[src/design/hbrn_map.svh]
// Constants for host baud rate negotiation: rates, divisors, characters, timing
`ifndef HBRN_MAP_SVH
`define HBRN_MAP_SVH
// ----------------------------------------------------------------------------
// Clock and base rate
// ----------------------------------------------------------------------------
`define HBRN_CLK_FREQ_KHZ 100000
`define HBRN_BASE_RATE_KBPS 4000
`define HBRN_BASE_CYC (`HBRN_CLK_FREQ_KHZ / `HBRN_BASE_RATE_KBPS)
`define HBRN_CYC_PER_MS (`HBRN_CLK_FREQ_KHZ)
// ----------------------------------------------------------------------------
// Divisors of the base rate (9600 and 38400 rounded to whole divisors)
// ----------------------------------------------------------------------------
`define HBRN_DIV_LOW 9'h1a1
`define HBRN_DIV_HIGH 9'h068
// ----------------------------------------------------------------------------
// Trial timing and reset values
// ----------------------------------------------------------------------------
`define HBRN_TIMEOUT_MS_RST 8'h4b
`define HBRN_SETTLE_CYC 2'h3
// ----------------------------------------------------------------------------
// Characters and message layout
// ----------------------------------------------------------------------------
`define HBRN_CH_O 8'h4f
`define HBRN_CH_K 8'h4b
`define HBRN_CH_CR 8'h0d
`define HBRN_CH_LF 8'h0a
`define HBRN_ID_LAST 4'h9
`endif

[src/design/hbrn_pkg.sv]
// Types shared by the host baud rate negotiation block
package hbrn_pkg;
   // Negotiation sequencer states
   typedef enum logic [2:0] {
      ST_IDLE, ST_ACK, ST_DRAIN, ST_SETTLE, ST_ID, ST_DRAIN_ID, ST_CONFIRM, ST_ACK_NEW
   } hbrn_state_e;
   // One received character with its framing status
   typedef struct packed {
      logic [7:0] data;
      logic frame_err;
   } hbrn_rxb_s;
   // Divisor value carried inside the block
   typedef logic [8:0] hbrn_div_t;
endpackage : hbrn_pkg

[src/design/hbrn_negotiator.sv]
// Host port rate selection and trial-and-confirm rate negotiation
`timescale 1ns/1ps
`default_nettype none
`include "hbrn_map.svh"
// Operation
// Sample rate pin at reset: low 9600, high 38400
// Low-speed rate fixed; only high rate replaceable
// Divisor parameter held in nonvolatile storage
// Enabled stored divisor replaces high default
// Bit rate is base rate over divisor
// Commands write and enable/disable stored divisor
// Written divisor applies only after full reset
// Trial command answers OK, CR, optional LF
// Switch to proposed rate, then settle wait
// Then send identity string and CR
// Host answers CR only on string match
// CR in time keeps rate, sends OK; else revert
// Host trusts new rate only after OK
// Negotiated rate lasts until full reset
// Settle and confirm timeout is programmable
// Only a well-framed CR confirms the trial
module hbrn_negotiator #(
   parameter int CYC_PER_MS = `HBRN_CYC_PER_MS
) (
   // Clock and power-on reset
   input wire logic clk_i,
   input wire logic rst_i,
   // Pins
   input wire logic rate_sel_i,
   input wire logic external_reset_pin_n_i,
   // Commands from the parser, one-cycle pulses
   input wire logic full_reset_cmd_i,
   input wire logic restore_defaults_cmd_i,
   input wire logic warm_restart_cmd_i,
   input wire logic try_baud_divisor_cmd_i,
   input wire logic set_baud_trial_timeout_cmd_i,
   input wire logic param_wr_i,
   input wire logic param_on_i,
   input wire logic param_off_i,
   input wire logic [7:0] cmd_arg_i,
   input wire logic lf_en_i,
   // Nonvolatile store of the stored_baud_divisor_param
   input wire logic [7:0] nv_divisor_i,
   input wire logic nv_enable_i,
   output logic nv_div_we_o,
   output logic [7:0] nv_div_o,
   output logic nv_en_we_o,
   output logic nv_en_o,
   // Serial port byte interface
   input wire logic tx_ready_i,
   input wire logic tx_idle_i,
   output logic tx_valid_o,
   output logic [7:0] tx_data_o,
   input wire logic rx_valid_i,
   input wire hbrn_pkg::hbrn_rxb_s rx_i,
   // Rate and status
   output hbrn_pkg::hbrn_div_t baud_divisor_o,
   output logic bit_tick_o,
   output logic trial_busy_o,
   output logic trial_pass_o,
   output logic trial_fail_o
);
   import hbrn_pkg::*;
   localparam logic [16:0] MS_LAST = 17'(CYC_PER_MS - 1);

   // Character of the OK message (sel 0) or identity message (sel 1)
   function automatic logic [7:0] msg_char(input logic sel, input logic [3:0] idx);
      logic [7:0] id_str [0:8];
      // Arbitrary neutral identity text "HBRN v1.0"
      id_str = '{8'h48, 8'h42, 8'h52, 8'h4e, 8'h20, 8'h76, 8'h31, 8'h2e, 8'h30};
      if (sel) begin
         msg_char = (idx >= `HBRN_ID_LAST) ? `HBRN_CH_CR : id_str[idx];
      end else begin
         case (idx)
            4'h0: msg_char = `HBRN_CH_O;
            4'h1: msg_char = `HBRN_CH_K;
            4'h2: msg_char = `HBRN_CH_CR;
            default: msg_char = `HBRN_CH_LF;
         endcase
      end
   endfunction : msg_char

   // Index of the last character of a message
   function automatic logic [3:0] msg_last(input logic sel, input logic lf);
      msg_last = sel ? `HBRN_ID_LAST : (lf ? 4'h3 : 4'h2);
   endfunction : msg_last

   // ------------------------------------------------------------------------
   // Pin synchronisers
   // ------------------------------------------------------------------------
   logic sel_meta, rate_sel_q; // Rate select pin, two stages
   logic rstn_meta, ext_rst_n_q; // External reset pin, two stages

   // Two flip-flops before any use of the pins
   always_ff @(posedge clk_i) begin
      sel_meta <= rate_sel_i;
      rate_sel_q <= sel_meta;
      rstn_meta <= external_reset_pin_n_i;
      ext_rst_n_q <= rstn_meta;
   end

   // Power cycle, command or pin all give a full reset
   logic full_rst;
   assign full_rst = rst_i | full_reset_cmd_i | ~ext_rst_n_q;

   // ------------------------------------------------------------------------
   // Sequencer state
   // ------------------------------------------------------------------------
   hbrn_state_e state, next_state;
   logic [1:0] settle, next_settle; // Wait for synchronisers after a reset
   logic load_pend, next_load_pend; // Rate still to be sampled
   hbrn_div_t act_div, next_act_div; // Divisor in use
   hbrn_div_t old_div, next_old_div; // Divisor to revert to
   logic [7:0] trial_div, next_trial_div; // Proposed divisor
   logic [7:0] timeout_ms, next_timeout_ms; // Settle and confirm limit
   logic [7:0] ms_left, next_ms_left; // Remaining whole milliseconds
   logic [16:0] ms_cnt, next_ms_cnt; // Cycles within a millisecond
   logic [3:0] ptr, next_ptr; // Character index in message
   logic [7:0] next_tx_data;
   logic next_pass, next_fail, next_div_we, next_en_we, next_en;
   logic [7:0] next_nv_div;
   logic load_now, ms_tick, expire, sending, msg_sel, good_cr, restart;

   assign load_now = load_pend && (settle == `HBRN_SETTLE_CYC);
   assign ms_tick = (ms_cnt == MS_LAST);
   assign expire = (ms_left == 8'h00);
   assign sending = (state == ST_ACK) || (state == ST_ID) || (state == ST_ACK_NEW);
   assign msg_sel = (state == ST_ID);
   assign good_cr = rx_valid_i && (rx_i.data == `HBRN_CH_CR) && !rx_i.frame_err;

   // Next values of the sequencer
   always_comb begin
      next_state = state;
      next_settle = settle;
      next_load_pend = load_pend;
      next_act_div = act_div;
      next_old_div = old_div;
      next_trial_div = trial_div;
      next_timeout_ms = timeout_ms;
      next_ms_left = ms_left;
      next_ms_cnt = ms_tick ? 17'h00000 : ms_cnt + 17'h00001;
      next_ptr = ptr;
      next_pass = 1'b0;
      next_fail = 1'b0;
      next_div_we = 1'b0;
      next_en_we = 1'b0;
      next_en = nv_en_o;
      next_nv_div = nv_div_o;
      // Millisecond countdown while waiting
      if (ms_tick && !expire) begin
         next_ms_left = ms_left - 8'h01;
      end
      // Stored divisor goes straight to the nonvolatile store
      if (param_wr_i) begin
         next_div_we = 1'b1;
         next_nv_div = cmd_arg_i;
      end
      if (param_on_i || param_off_i) begin
         next_en_we = 1'b1;
         next_en = param_on_i;
      end
      // Timeout setting, restored by the default and warm commands
      if (set_baud_trial_timeout_cmd_i) begin
         next_timeout_ms = cmd_arg_i;
      end else if (restore_defaults_cmd_i || warm_restart_cmd_i) begin
         next_timeout_ms = `HBRN_TIMEOUT_MS_RST;
      end
      // Sample the rate pin once the synchronisers are settled
      if (load_pend) begin
         if (settle != `HBRN_SETTLE_CYC) begin
            next_settle = settle + 2'h1;
         end else begin
            next_load_pend = 1'b0;
            if (!rate_sel_q) begin
               next_act_div = `HBRN_DIV_LOW;
            end else if (nv_enable_i) begin
               next_act_div = {1'b0, nv_divisor_i};
            end else begin
               next_act_div = `HBRN_DIV_HIGH;
            end
         end
      end
      case (state)
         // Accept a trial only when the rate is settled
         ST_IDLE: begin
            if (try_baud_divisor_cmd_i && !load_pend) begin
               next_trial_div = cmd_arg_i;
               next_old_div = act_div;
               next_ptr = 4'h0;
               next_state = ST_ACK;
            end
         end
         // OK, CR and optional LF at the old rate, no prompt
         ST_ACK: begin
            if (tx_ready_i) begin
               if (ptr == msg_last(1'b0, lf_en_i)) begin
                  next_state = ST_DRAIN;
               end else begin
                  next_ptr = ptr + 4'h1;
               end
            end
         end
         // Let the last bit leave before the rate changes
         ST_DRAIN: begin
            if (tx_idle_i) begin
               next_act_div = {1'b0, trial_div};
               next_ms_left = timeout_ms;
               next_ms_cnt = 17'h00000;
               next_state = ST_SETTLE;
            end
         end
         // Idle at the new rate while the host retunes
         ST_SETTLE: begin
            if (expire) begin
               next_ptr = 4'h0;
               next_state = ST_ID;
            end
         end
         // Identity string and CR at the new rate
         ST_ID: begin
            if (tx_ready_i) begin
               if (ptr == msg_last(1'b1, lf_en_i)) begin
                  next_state = ST_DRAIN_ID;
               end else begin
                  next_ptr = ptr + 4'h1;
               end
            end
         end
         // Start the confirm window once the CR is out
         ST_DRAIN_ID: begin
            if (tx_idle_i) begin
               next_ms_left = timeout_ms;
               next_ms_cnt = 17'h00000;
               next_state = ST_CONFIRM;
            end
         end
         // A clean CR keeps the rate; anything else or time-out reverts
         ST_CONFIRM: begin
            if (good_cr) begin
               next_ptr = 4'h0;
               next_state = ST_ACK_NEW;
            end else if (rx_valid_i || expire) begin
               next_act_div = old_div;
               next_fail = 1'b1;
               next_state = ST_IDLE;
            end
         end
         // OK at the kept rate, which then lasts until a full reset
         ST_ACK_NEW: begin
            if (tx_ready_i) begin
               if (ptr == msg_last(1'b0, lf_en_i)) begin
                  next_pass = 1'b1;
                  next_state = ST_IDLE;
               end else begin
                  next_ptr = ptr + 4'h1;
               end
            end
         end
         default: begin
            next_state = ST_IDLE;
         end
      endcase
      next_tx_data = msg_char(next_state == ST_ID, next_ptr);
      // Full reset abandons a trial and resamples the pin
      if (full_rst) begin
         next_state = ST_IDLE;
         next_load_pend = 1'b1;
         next_settle = 2'h0;
      end
   end

   // Register the sequencer; power reset also restores the timeout
   always_ff @(posedge clk_i) begin
      if (rst_i) begin
         state <= ST_IDLE;
         settle <= 2'h0;
         load_pend <= 1'b1;
         act_div <= `HBRN_DIV_HIGH;
         old_div <= `HBRN_DIV_HIGH;
         trial_div <= 8'h00;
         timeout_ms <= `HBRN_TIMEOUT_MS_RST;
         ms_left <= 8'h00;
         ms_cnt <= 17'h00000;
         ptr <= 4'h0;
         tx_data_o <= 8'h00;
         trial_pass_o <= 1'b0;
         trial_fail_o <= 1'b0;
         nv_div_we_o <= 1'b0;
         nv_div_o <= 8'h00;
         nv_en_we_o <= 1'b0;
         nv_en_o <= 1'b0;
      end else begin
         state <= next_state;
         settle <= next_settle;
         load_pend <= next_load_pend;
         act_div <= next_act_div;
         old_div <= next_old_div;
         trial_div <= next_trial_div;
         timeout_ms <= next_timeout_ms;
         ms_left <= next_ms_left;
         ms_cnt <= next_ms_cnt;
         ptr <= next_ptr;
         tx_data_o <= next_tx_data;
         trial_pass_o <= next_pass;
         trial_fail_o <= next_fail;
         nv_div_we_o <= next_div_we;
         nv_div_o <= next_nv_div;
         nv_en_we_o <= next_en_we;
         nv_en_o <= next_en;
      end
   end

   assign tx_valid_o = sending;
   assign trial_busy_o = (state != ST_IDLE);
   assign baud_divisor_o = act_div;
   assign restart = (act_div != next_act_div);

   // ------------------------------------------------------------------------
   // Bit rate generator
   // ------------------------------------------------------------------------
   hbrn_baud_gen u_baud_gen (
      .clk_i(clk_i),
      .rst_i(rst_i),
      .restart_i(restart),
      .divisor_i(act_div),
      .bit_tick_o(bit_tick_o)
   );
endmodule : hbrn_negotiator
`default_nettype wire

[src/design/hbrn_baud_gen.sv]
// Bit rate tick generator: base rate divided by the active divisor
`timescale 1ns/1ps
`default_nettype none
`include "hbrn_map.svh"
module hbrn_baud_gen (
   // Clock and reset
   input wire logic clk_i,
   input wire logic rst_i,
   // Control
   input wire logic restart_i,
   input wire hbrn_pkg::hbrn_div_t divisor_i,
   // Tick out
   output logic bit_tick_o
);
   import hbrn_pkg::*;
   localparam logic [4:0] BASE_LAST = 5'(`HBRN_BASE_CYC - 1);

   // A zero divisor would wrap to a 512-period bit; treat it as one
   function automatic hbrn_div_t clamp_div(input hbrn_div_t d);
      clamp_div = (d == 9'h000) ? 9'h001 : d;
   endfunction : clamp_div

   logic [4:0] base_cnt; // Cycles within one base period
   logic [4:0] next_base_cnt;
   hbrn_div_t bit_cnt; // Base periods within one bit
   hbrn_div_t next_bit_cnt;
   logic next_tick;

   // ------------------------------------------------------------------------
   // Divider chain
   // ------------------------------------------------------------------------
   // Next values of both counters
   always_comb begin
      next_base_cnt = base_cnt + 5'h01;
      next_bit_cnt = bit_cnt;
      next_tick = 1'b0;
      if (restart_i) begin
         next_base_cnt = 5'h00;
         next_bit_cnt = 9'h000;
      end else if (base_cnt == BASE_LAST) begin
         next_base_cnt = 5'h00;
         if (bit_cnt >= clamp_div(divisor_i) - 9'h001) begin
            next_bit_cnt = 9'h000;
            next_tick = 1'b1;
         end else begin
            next_bit_cnt = bit_cnt + 9'h001;
         end
      end
   end

   // Register the counters
   always_ff @(posedge clk_i) begin
      if (rst_i) begin
         base_cnt <= 5'h00;
         bit_cnt <= 9'h000;
         bit_tick_o <= 1'b0;
      end else begin
         base_cnt <= next_base_cnt;
         bit_cnt <= next_bit_cnt;
         bit_tick_o <= next_tick;
      end
   end
endmodule : hbrn_baud_gen
`default_nettype wire

[config.mk]
export PLATFORM = sky130hd
export DESIGN_NAME = hbrn_negotiator
export DESIGN_NICKNAME = d
export VERILOG_FILES = /design/src/design/hbrn_pkg.sv /design/src/design/hbrn_negotiator.sv /design/src/design/hbrn_baud_gen.sv
export VERILOG_INCLUDE_DIRS = /design/src /design/src/design
export SDC_FILE = /design/constraint.sdc
export NUM_CORES = 1
export LEC_CHECK = 0
export ABC_AREA = 1
export BUFFER_PORTS_ARGS = -buffer_cell sky130_fd_sc_hd__buf_4
export CORE_MARGIN = 1
export CORE_UTILIZATION = 30
export CTS_BUF_LIST = sky130_fd_sc_hd__clkbuf_16
export DETAILED_ROUTE_END_ITERATION = 16
export GPL_TIMING_DRIVEN = 0
export HOLD_SLACK_MARGIN = 0.06
export PLACE_DENSITY = 0.43
export SLEW_MARGIN = 20
export SYNTH_ARGS = -nofsm -noshare
export SYNTH_HDL_FRONTEND = slang
export SYNTH_SLANG_ARGS = --single-unit
[constraint.sdc]
create_clock -name clk_i -period 8 [get_ports clk_i]
set_clock_uncertainty 0.1 [all_clocks]
set_input_delay 1.2 -clock clk_i [delete_from_list [all_inputs] [get_ports clk_i]]
set_output_delay 1.2 -clock clk_i [all_outputs]
set_load 0.1 [all_outputs]
After elaboration in Yosys (flattened, before gate mapping):

Memory sizes are Yosys's and may differ from the RTL's.
Index checks and enable logic that the tools add are counted.

* register bits after elaboration: 109
* ROM bits: 128
* output and inout bits: 33
* memories: 1

* add/sub/neg operators: 7
* magnitude comparators: 3
* equality and inequality tests: 17
* multiplexer cells: 52
* bitwise gates (word level): 8
* reduce and logical (&&, ||, !) cells: 28

Memories
* (name not given): depth 16, width 8, read ports 1, clocked after Yosys merged registers in 0, write ports 0, RTL line hbrn_negotiator.sv:72 `` msg_char = (idx >= `HBRN_ID_LAST) ? `HBRN_CH_CR : id_str[idx]; ``

Operators by type and width (count)
* $mux W8: 10
* $mux W9: 8
* $mux W17: 3
* $mux W3: 12
* $mux W4: 7
* $pmux W3 S8: 1
* $pmux W7 S3: 1
* $pmux W4 S5: 1
* $pmux W9 S2: 1
* $add A17 B1 Y17 const B: 1
* $eq A17 B17 Y1 const B: 1
* $eq A3 B3 Y1 const B: 5
* $reduce_or A3 Y1: 4
* $add A9 B1 Y9 const B: 1
* $ge A9 B9 Y1: 1
* $logic_not A9 Y1: 1
* $ne A9 B9 Y1: 1
* $sub A9 B1 Y9 const B: 1
* $eq A8 B4 Y1 const B: 1
* $logic_not A8 Y1: 1
* $mux W1: 8
* $reduce_or A2 Y1: 4
* $sub A8 B1 Y8 const B: 1
* $eq A3 B2 Y1 const B: 2
* other kinds (23): 38

Longest topological paths before layout:

* depth after elaboration: 11
* gate-level depth with buffers: 17

Hierarchy:

From an unflattened synthesis, not the netlist that was laid out.

* cells, all modules: 854
* area, all modules: 5784.3 um^2

Modules (own cells, without submodules)
* hbrn_negotiator: times used 1, cells each 687, area each 4638.2 um^2
* hbrn_baud_gen: times used 1, cells each 167, area each 1146.1 um^2

Worst setup path before layout:

OpenSTA, ideal clock, no wires.

* kind: reg-to-reg
* start point: register act_div[2] (netlist: baud_divisor_o[2])
* end point: register u_baud_gen.bit_cnt[8]
* library setup time: 0.117 ns
* data arrival time: 3.649 ns
* required time: 7.783 ns
* slack: 4.134 ns
* cell stages (with the launch flop): 16
* path buffers: 0
* period minus slack after synthesis: 3.866 ns
* path through: dfxtp_1 -> inv_1 -> a41oi_1 -> ha_1 -> nand3_1 -> nor3_1 -> nand3_1 -> xor2_1 -> ha_1 -> inv_1 -> nor3_1 -> nand2_1 -> o2111ai_1 -> nand2_1 -> nand3_4 -> nor2_2

* word-level cells in the longest chain between the ends: 7
* elaborated cells between the ends (all ways): 13
* those cells by class: add/sub (1); order compare (1); eq/ne (1); mux (8); reduce/logical (2)

Ends and longest elaborated chain
* start, declared: RTL line hbrn_negotiator.sv:112 `hbrn_div_t act_div, next_act_div;`
* start signal, assigned: RTL line hbrn_negotiator.sv:278 `` act_div <= `HBRN_DIV_HIGH; ``
* start signal, assigned: RTL line hbrn_negotiator.sv:296 `act_div <= next_act_div;`
* branches (longest 7 deep; another with $sub A9 B1 Y9)
* end signal, assigned: RTL line hbrn_baud_gen.sv:59 `bit_cnt <= next_bit_cnt;`
* end, declared: RTL line hbrn_baud_gen.sv:25 `hbrn_div_t bit_cnt;`

Several ways; the timed one is not identified.
A chain may end at the register's enable or synchronous reset.

Worst setup path in the final report:

* start point: register act_div[3] (netlist: baud_divisor_o[3])
* end point: register u_baud_gen.bit_tick_o

* word-level cells in the longest chain between the ends: 7
* elaborated cells between the ends (all ways): 13
* those cells by class: add/sub (1); order compare (1); eq/ne (1); mux (8); reduce/logical (2)

Ends and longest elaborated chain
* branches (longest 7 deep; another with $sub A9 B1 Y9)
* end signal, assigned: RTL line hbrn_baud_gen.sv:60 `bit_tick_o <= next_tick;`
* end, declared: RTL line hbrn_baud_gen.sv:13 `output logic bit_tick_o`

Several ways; the timed one is not identified.

==> impl_metrics.yaml <==
pwr:
  internal-power_uw: 856
  peakVddDrop_mv: 0.0929
  combinationalPowerShare_pct: 9.0
  switching_share_pct: 25.6
  power_per_cell_area_mw_per_mm2: 164
  clkPwrFrac_pct: 42.8
  cellLeakagePower_uw: 0.00334
  register_share_of_total_power_pct: 48.2
  p_sw_uw: 295
synthesis:
  synth_top_family_by_area: "simple AND/OR/NAND/NOR gates"
  yosys.area_share.simple_pct: 33.9
  avgSynthCellArea_um2: 6.97
  synth_largest_area_cell: "dfxtp_1"
  fraction_of_registers_with_async_set_or_reset_after_synthesis_pct: 0
  post_synth_most_frequent_cells: "149 x nand2_1, 121 x nor2_1, 112 x inv_1, 108 x dfxtp_1, 66 x nand3_1"
  synth_xor_area_share_pct: 4.52
  yosysMostFrequentCell: "nand2_1"
  synth_enable_flop_cells: 0
  synthDistinctLibCells: 43
  postSynthCellCount: 834
  ys.flop_type: "dfxtp_1"
  synth_top_area_share_pct: 37.2
  syn_nets: 898
  netlist_top_cells_area: "dfxtp_1 37%, nand2_1 9.6%, nor2_1 7.8%"
  mappedNetlistArea_mm2: 0.00581
  synth_seq_area_share_pct: 37.2
  synth.mux.area_fraction_pct: 0
  synth_seq_cells: 108
  synth_fa_ha_area_share_pct: 4.74
  compound_cell_area_share_of_the_yosys_netlist_pct: 10.5
  synthesis.yosys.warnings: 0
sta:
  endpoints_failing_hold: 0
  min_period_over_period_pct: 45.5
  post-route-worst-setup-slack_ns: 4.36
  finalWorstPathRequiredPeriod_ns: 3.64
  fin_setup_tns_ns: 0
  report.final.setup_viol: 0
  drv_slew: 0
  fmax_mhz: 275
  worst_max_slew_margin_expressed_relative_to_the_limit_pct: 55.5
  grt_setup_unrepaired: "no"
  worst-slew-pin-transition_ns: 0.668
floorplan:
  io_pins: 75
  floorplan.die.height_um: 141
  floorplan.die.width_um: 141
  starting_utilization_of_the_core_area_pct: 30.9
  die_area_mm2: 0.0199
  num_rows: 50
  floorplan.core_area_mm2: 0.0188
routing:
  detailroute.via_count: 5318
  post-route-drc-count: 0
  drt_iter0_drc: 207
  post_drt_wl_per_cell_um: 13.2
  detail_route.first_pass.iterations: 4
  route.final.wire_length_um: 15600
  routed_via_density: 4.50
  antenna_left: 0
grt:
  first_pass_grt_wire_length_um: 25400
  grt_use_total_pct: 16.3
  antenna_violations_before_repair: 0
  via_count_of_the_first_global_routing_pass: 5041
  grt.overflow.total: 0
  grt_max_degree: 19
worst_setup_path:
  critical_path_peak_fanout: 7
  setup.worst_path.end_class: "flop"
  worst_path_max_delay_cell: "dfxtp_1"
  crit_path_cell_trace: "clkbuf_1, nor3_1, a41oi_1, ha_1, nand3_1, nor3_1, nand3_1, xor2_1, ha_1, inv_1, nor3_1, nand2_1, o2111ai_1, nand2_1, nor3_1"
  cp_data_required_time_ns: 8.16
  critical-path-max-stage-delay_ns: 0.35
  arrival_ns: 3.80
  worst_setup_path_start_kind: "flop"
  crit_top_cell: "nor3_1"
  path_class: "reg2reg"
layout:
  fin_nets: 982
  synthToLayoutAreaGrowth_pct: 20.5
  diodes: 0
  post_route_cells_drive_above_1_share_pct: 14.1
clock_network:
  clock-sinks: 108
  cts_tree: "done"
  cts_setup_buffers: 0
  cts_root_buf: "clkbuf_16"
  postCtsResizedCells: 0
  number_of_cts_inserted_buffers: 9
  clk_transition_reported_paths_ns: 0.07
  ctsLongestPathBuffers: 2
  clock_insertion_delay_worst_skew_ns: 0.36
  clock_tree.htree_level_count: 3
  cts_hold_repair.buffers: 0
run_status:
  outcome: "finished clean"
placed_design:
  io_buffers: 73
  routabilityCongestion: 0.805
  dp.final_hpwl_um: 12300
  dp_worst_setup_slack_ns: 4.17
job:
  max-cap-violations: 0
min_path:
  holdCritPathClass: "reg2reg"
-- cell families after synthesis --
family / count (synthesis)
other: 1
xor gates and xnor gates: 30
buffers and inverters: 136
DFF: 108
AOI/OAI and AO/OA: 108
and+or+nand+nor: 429
adders and majority gates: 22
-- state kept, by name, summed over array words and instances, names as in the netlist --
register	flops
baud_divisor_o	9
ext_rst_n_q	1
load_pend	1
ms_cnt	17
ms_left	8
nv_div_o	8
nv_div_we_o	1
nv_en_o	1
nv_en_we_o	1
old_div	9
ptr	4
rate_sel_q	1
rstn_meta	1
sel_meta	1
settle	2
state	3
timeout_ms	8
trial_div	8
trial_fail_o	1
trial_pass_o	1
tx_data_o	7
u_baud_gen.base_cnt	5
u_baud_gen.bit_cnt	9
u_baud_gen.bit_tick_o	1
-- final cells by class --
cell class,instances,area (um^2)
Inverter,118,443
Sequential cell,108,2160
Multi-Input combinational cell,590,3130
Tap cell,260,325
Fill cell,2030,11800
Buffer,18,80.1
Clock inverter,7,95.1
Timing Repair Buffer,73,548
Clock buffer,9,225
-- metrics by stage --
stage / instances / hold slack, ns / area, um^2 / power (uW) / utilization, %
after floorplan: 834 / 0.210 / 5810 / 634 / -
after global placement: 1167 / 0.211 / 6690 / 673 / 35.5
after detailed placement: 1167 / 0.213 / 6690 / 673 / 35.5
after CTS: 1183 / 0.230 / 7010 / 1170 / 37.2
after global routing: 1183 / 0.236 / 7010 / 1200 / 37.2
final: 1183 / 0.228 / 7010 / 1150 / 37.2
-- critical path: cells and delay by family, from the launching register on --
| kind | cells | cell delay, ns |
|---|---|---|
| xor+xnor | 1 | 0.18 |
| simple gates | 8 | 1.39 |
| fa+ha+maj | 2 | 0.57 |
| compound gates | 2 | 0.57 |
| buf+inv | 2 | 0.40 |
| flops | 1 | 0.35 |
-- layout by cell type (no fill, tap or decap), types with 12 or more instances in the layout --
master and count:
nand4_1 28, ha_1 22, buf_4 74, nor3_1 21
nand2_1 149, inv_1 112, dfxtp_1 108, nand3_1 66
o21ai_0 41, xor2_1 25, a21oi_1 40, nor2_2 12
nor2_1 121, clkbuf_1 15
-- routing by layer --
layer / GRT usage (%) / wire, um / vias to the layer above
met5: 0 / 0 / -
met4: 4.52 / 180 / 0
met3: 2.68 / 384 / 12
met2: 28.3 / 7570 / 65
met1: 20.7 / 7470 / 2365
li1: - / - / 2876
-- power by group through the flow --
stage	registers [uW]	clock network (uW)	logic [uW]
2_1_floorplan	603	0	30.8
3_3_place_gp	567	0	105
3_5_place_dp	567	0	105
4_1_cts	555	513	106
5_1_grt	556	529	112
6_report	555	492	104
-- path summary, 6_finish.rpt --
kind	from	end	slack (ns)	depth (start not counted)
min reg2reg	sel_meta	rate_sel_q	0.23	0
min	sel_meta	rate_sel_q	0.23	0
max reg2reg	baud_divisor_o[3]	u_baud_gen.bit_tick_o	4.36	15
max	baud_divisor_o[3]	u_baud_gen.bit_tick_o	4.36	15
No activity file was read; power rests on OpenSTA's default activity.
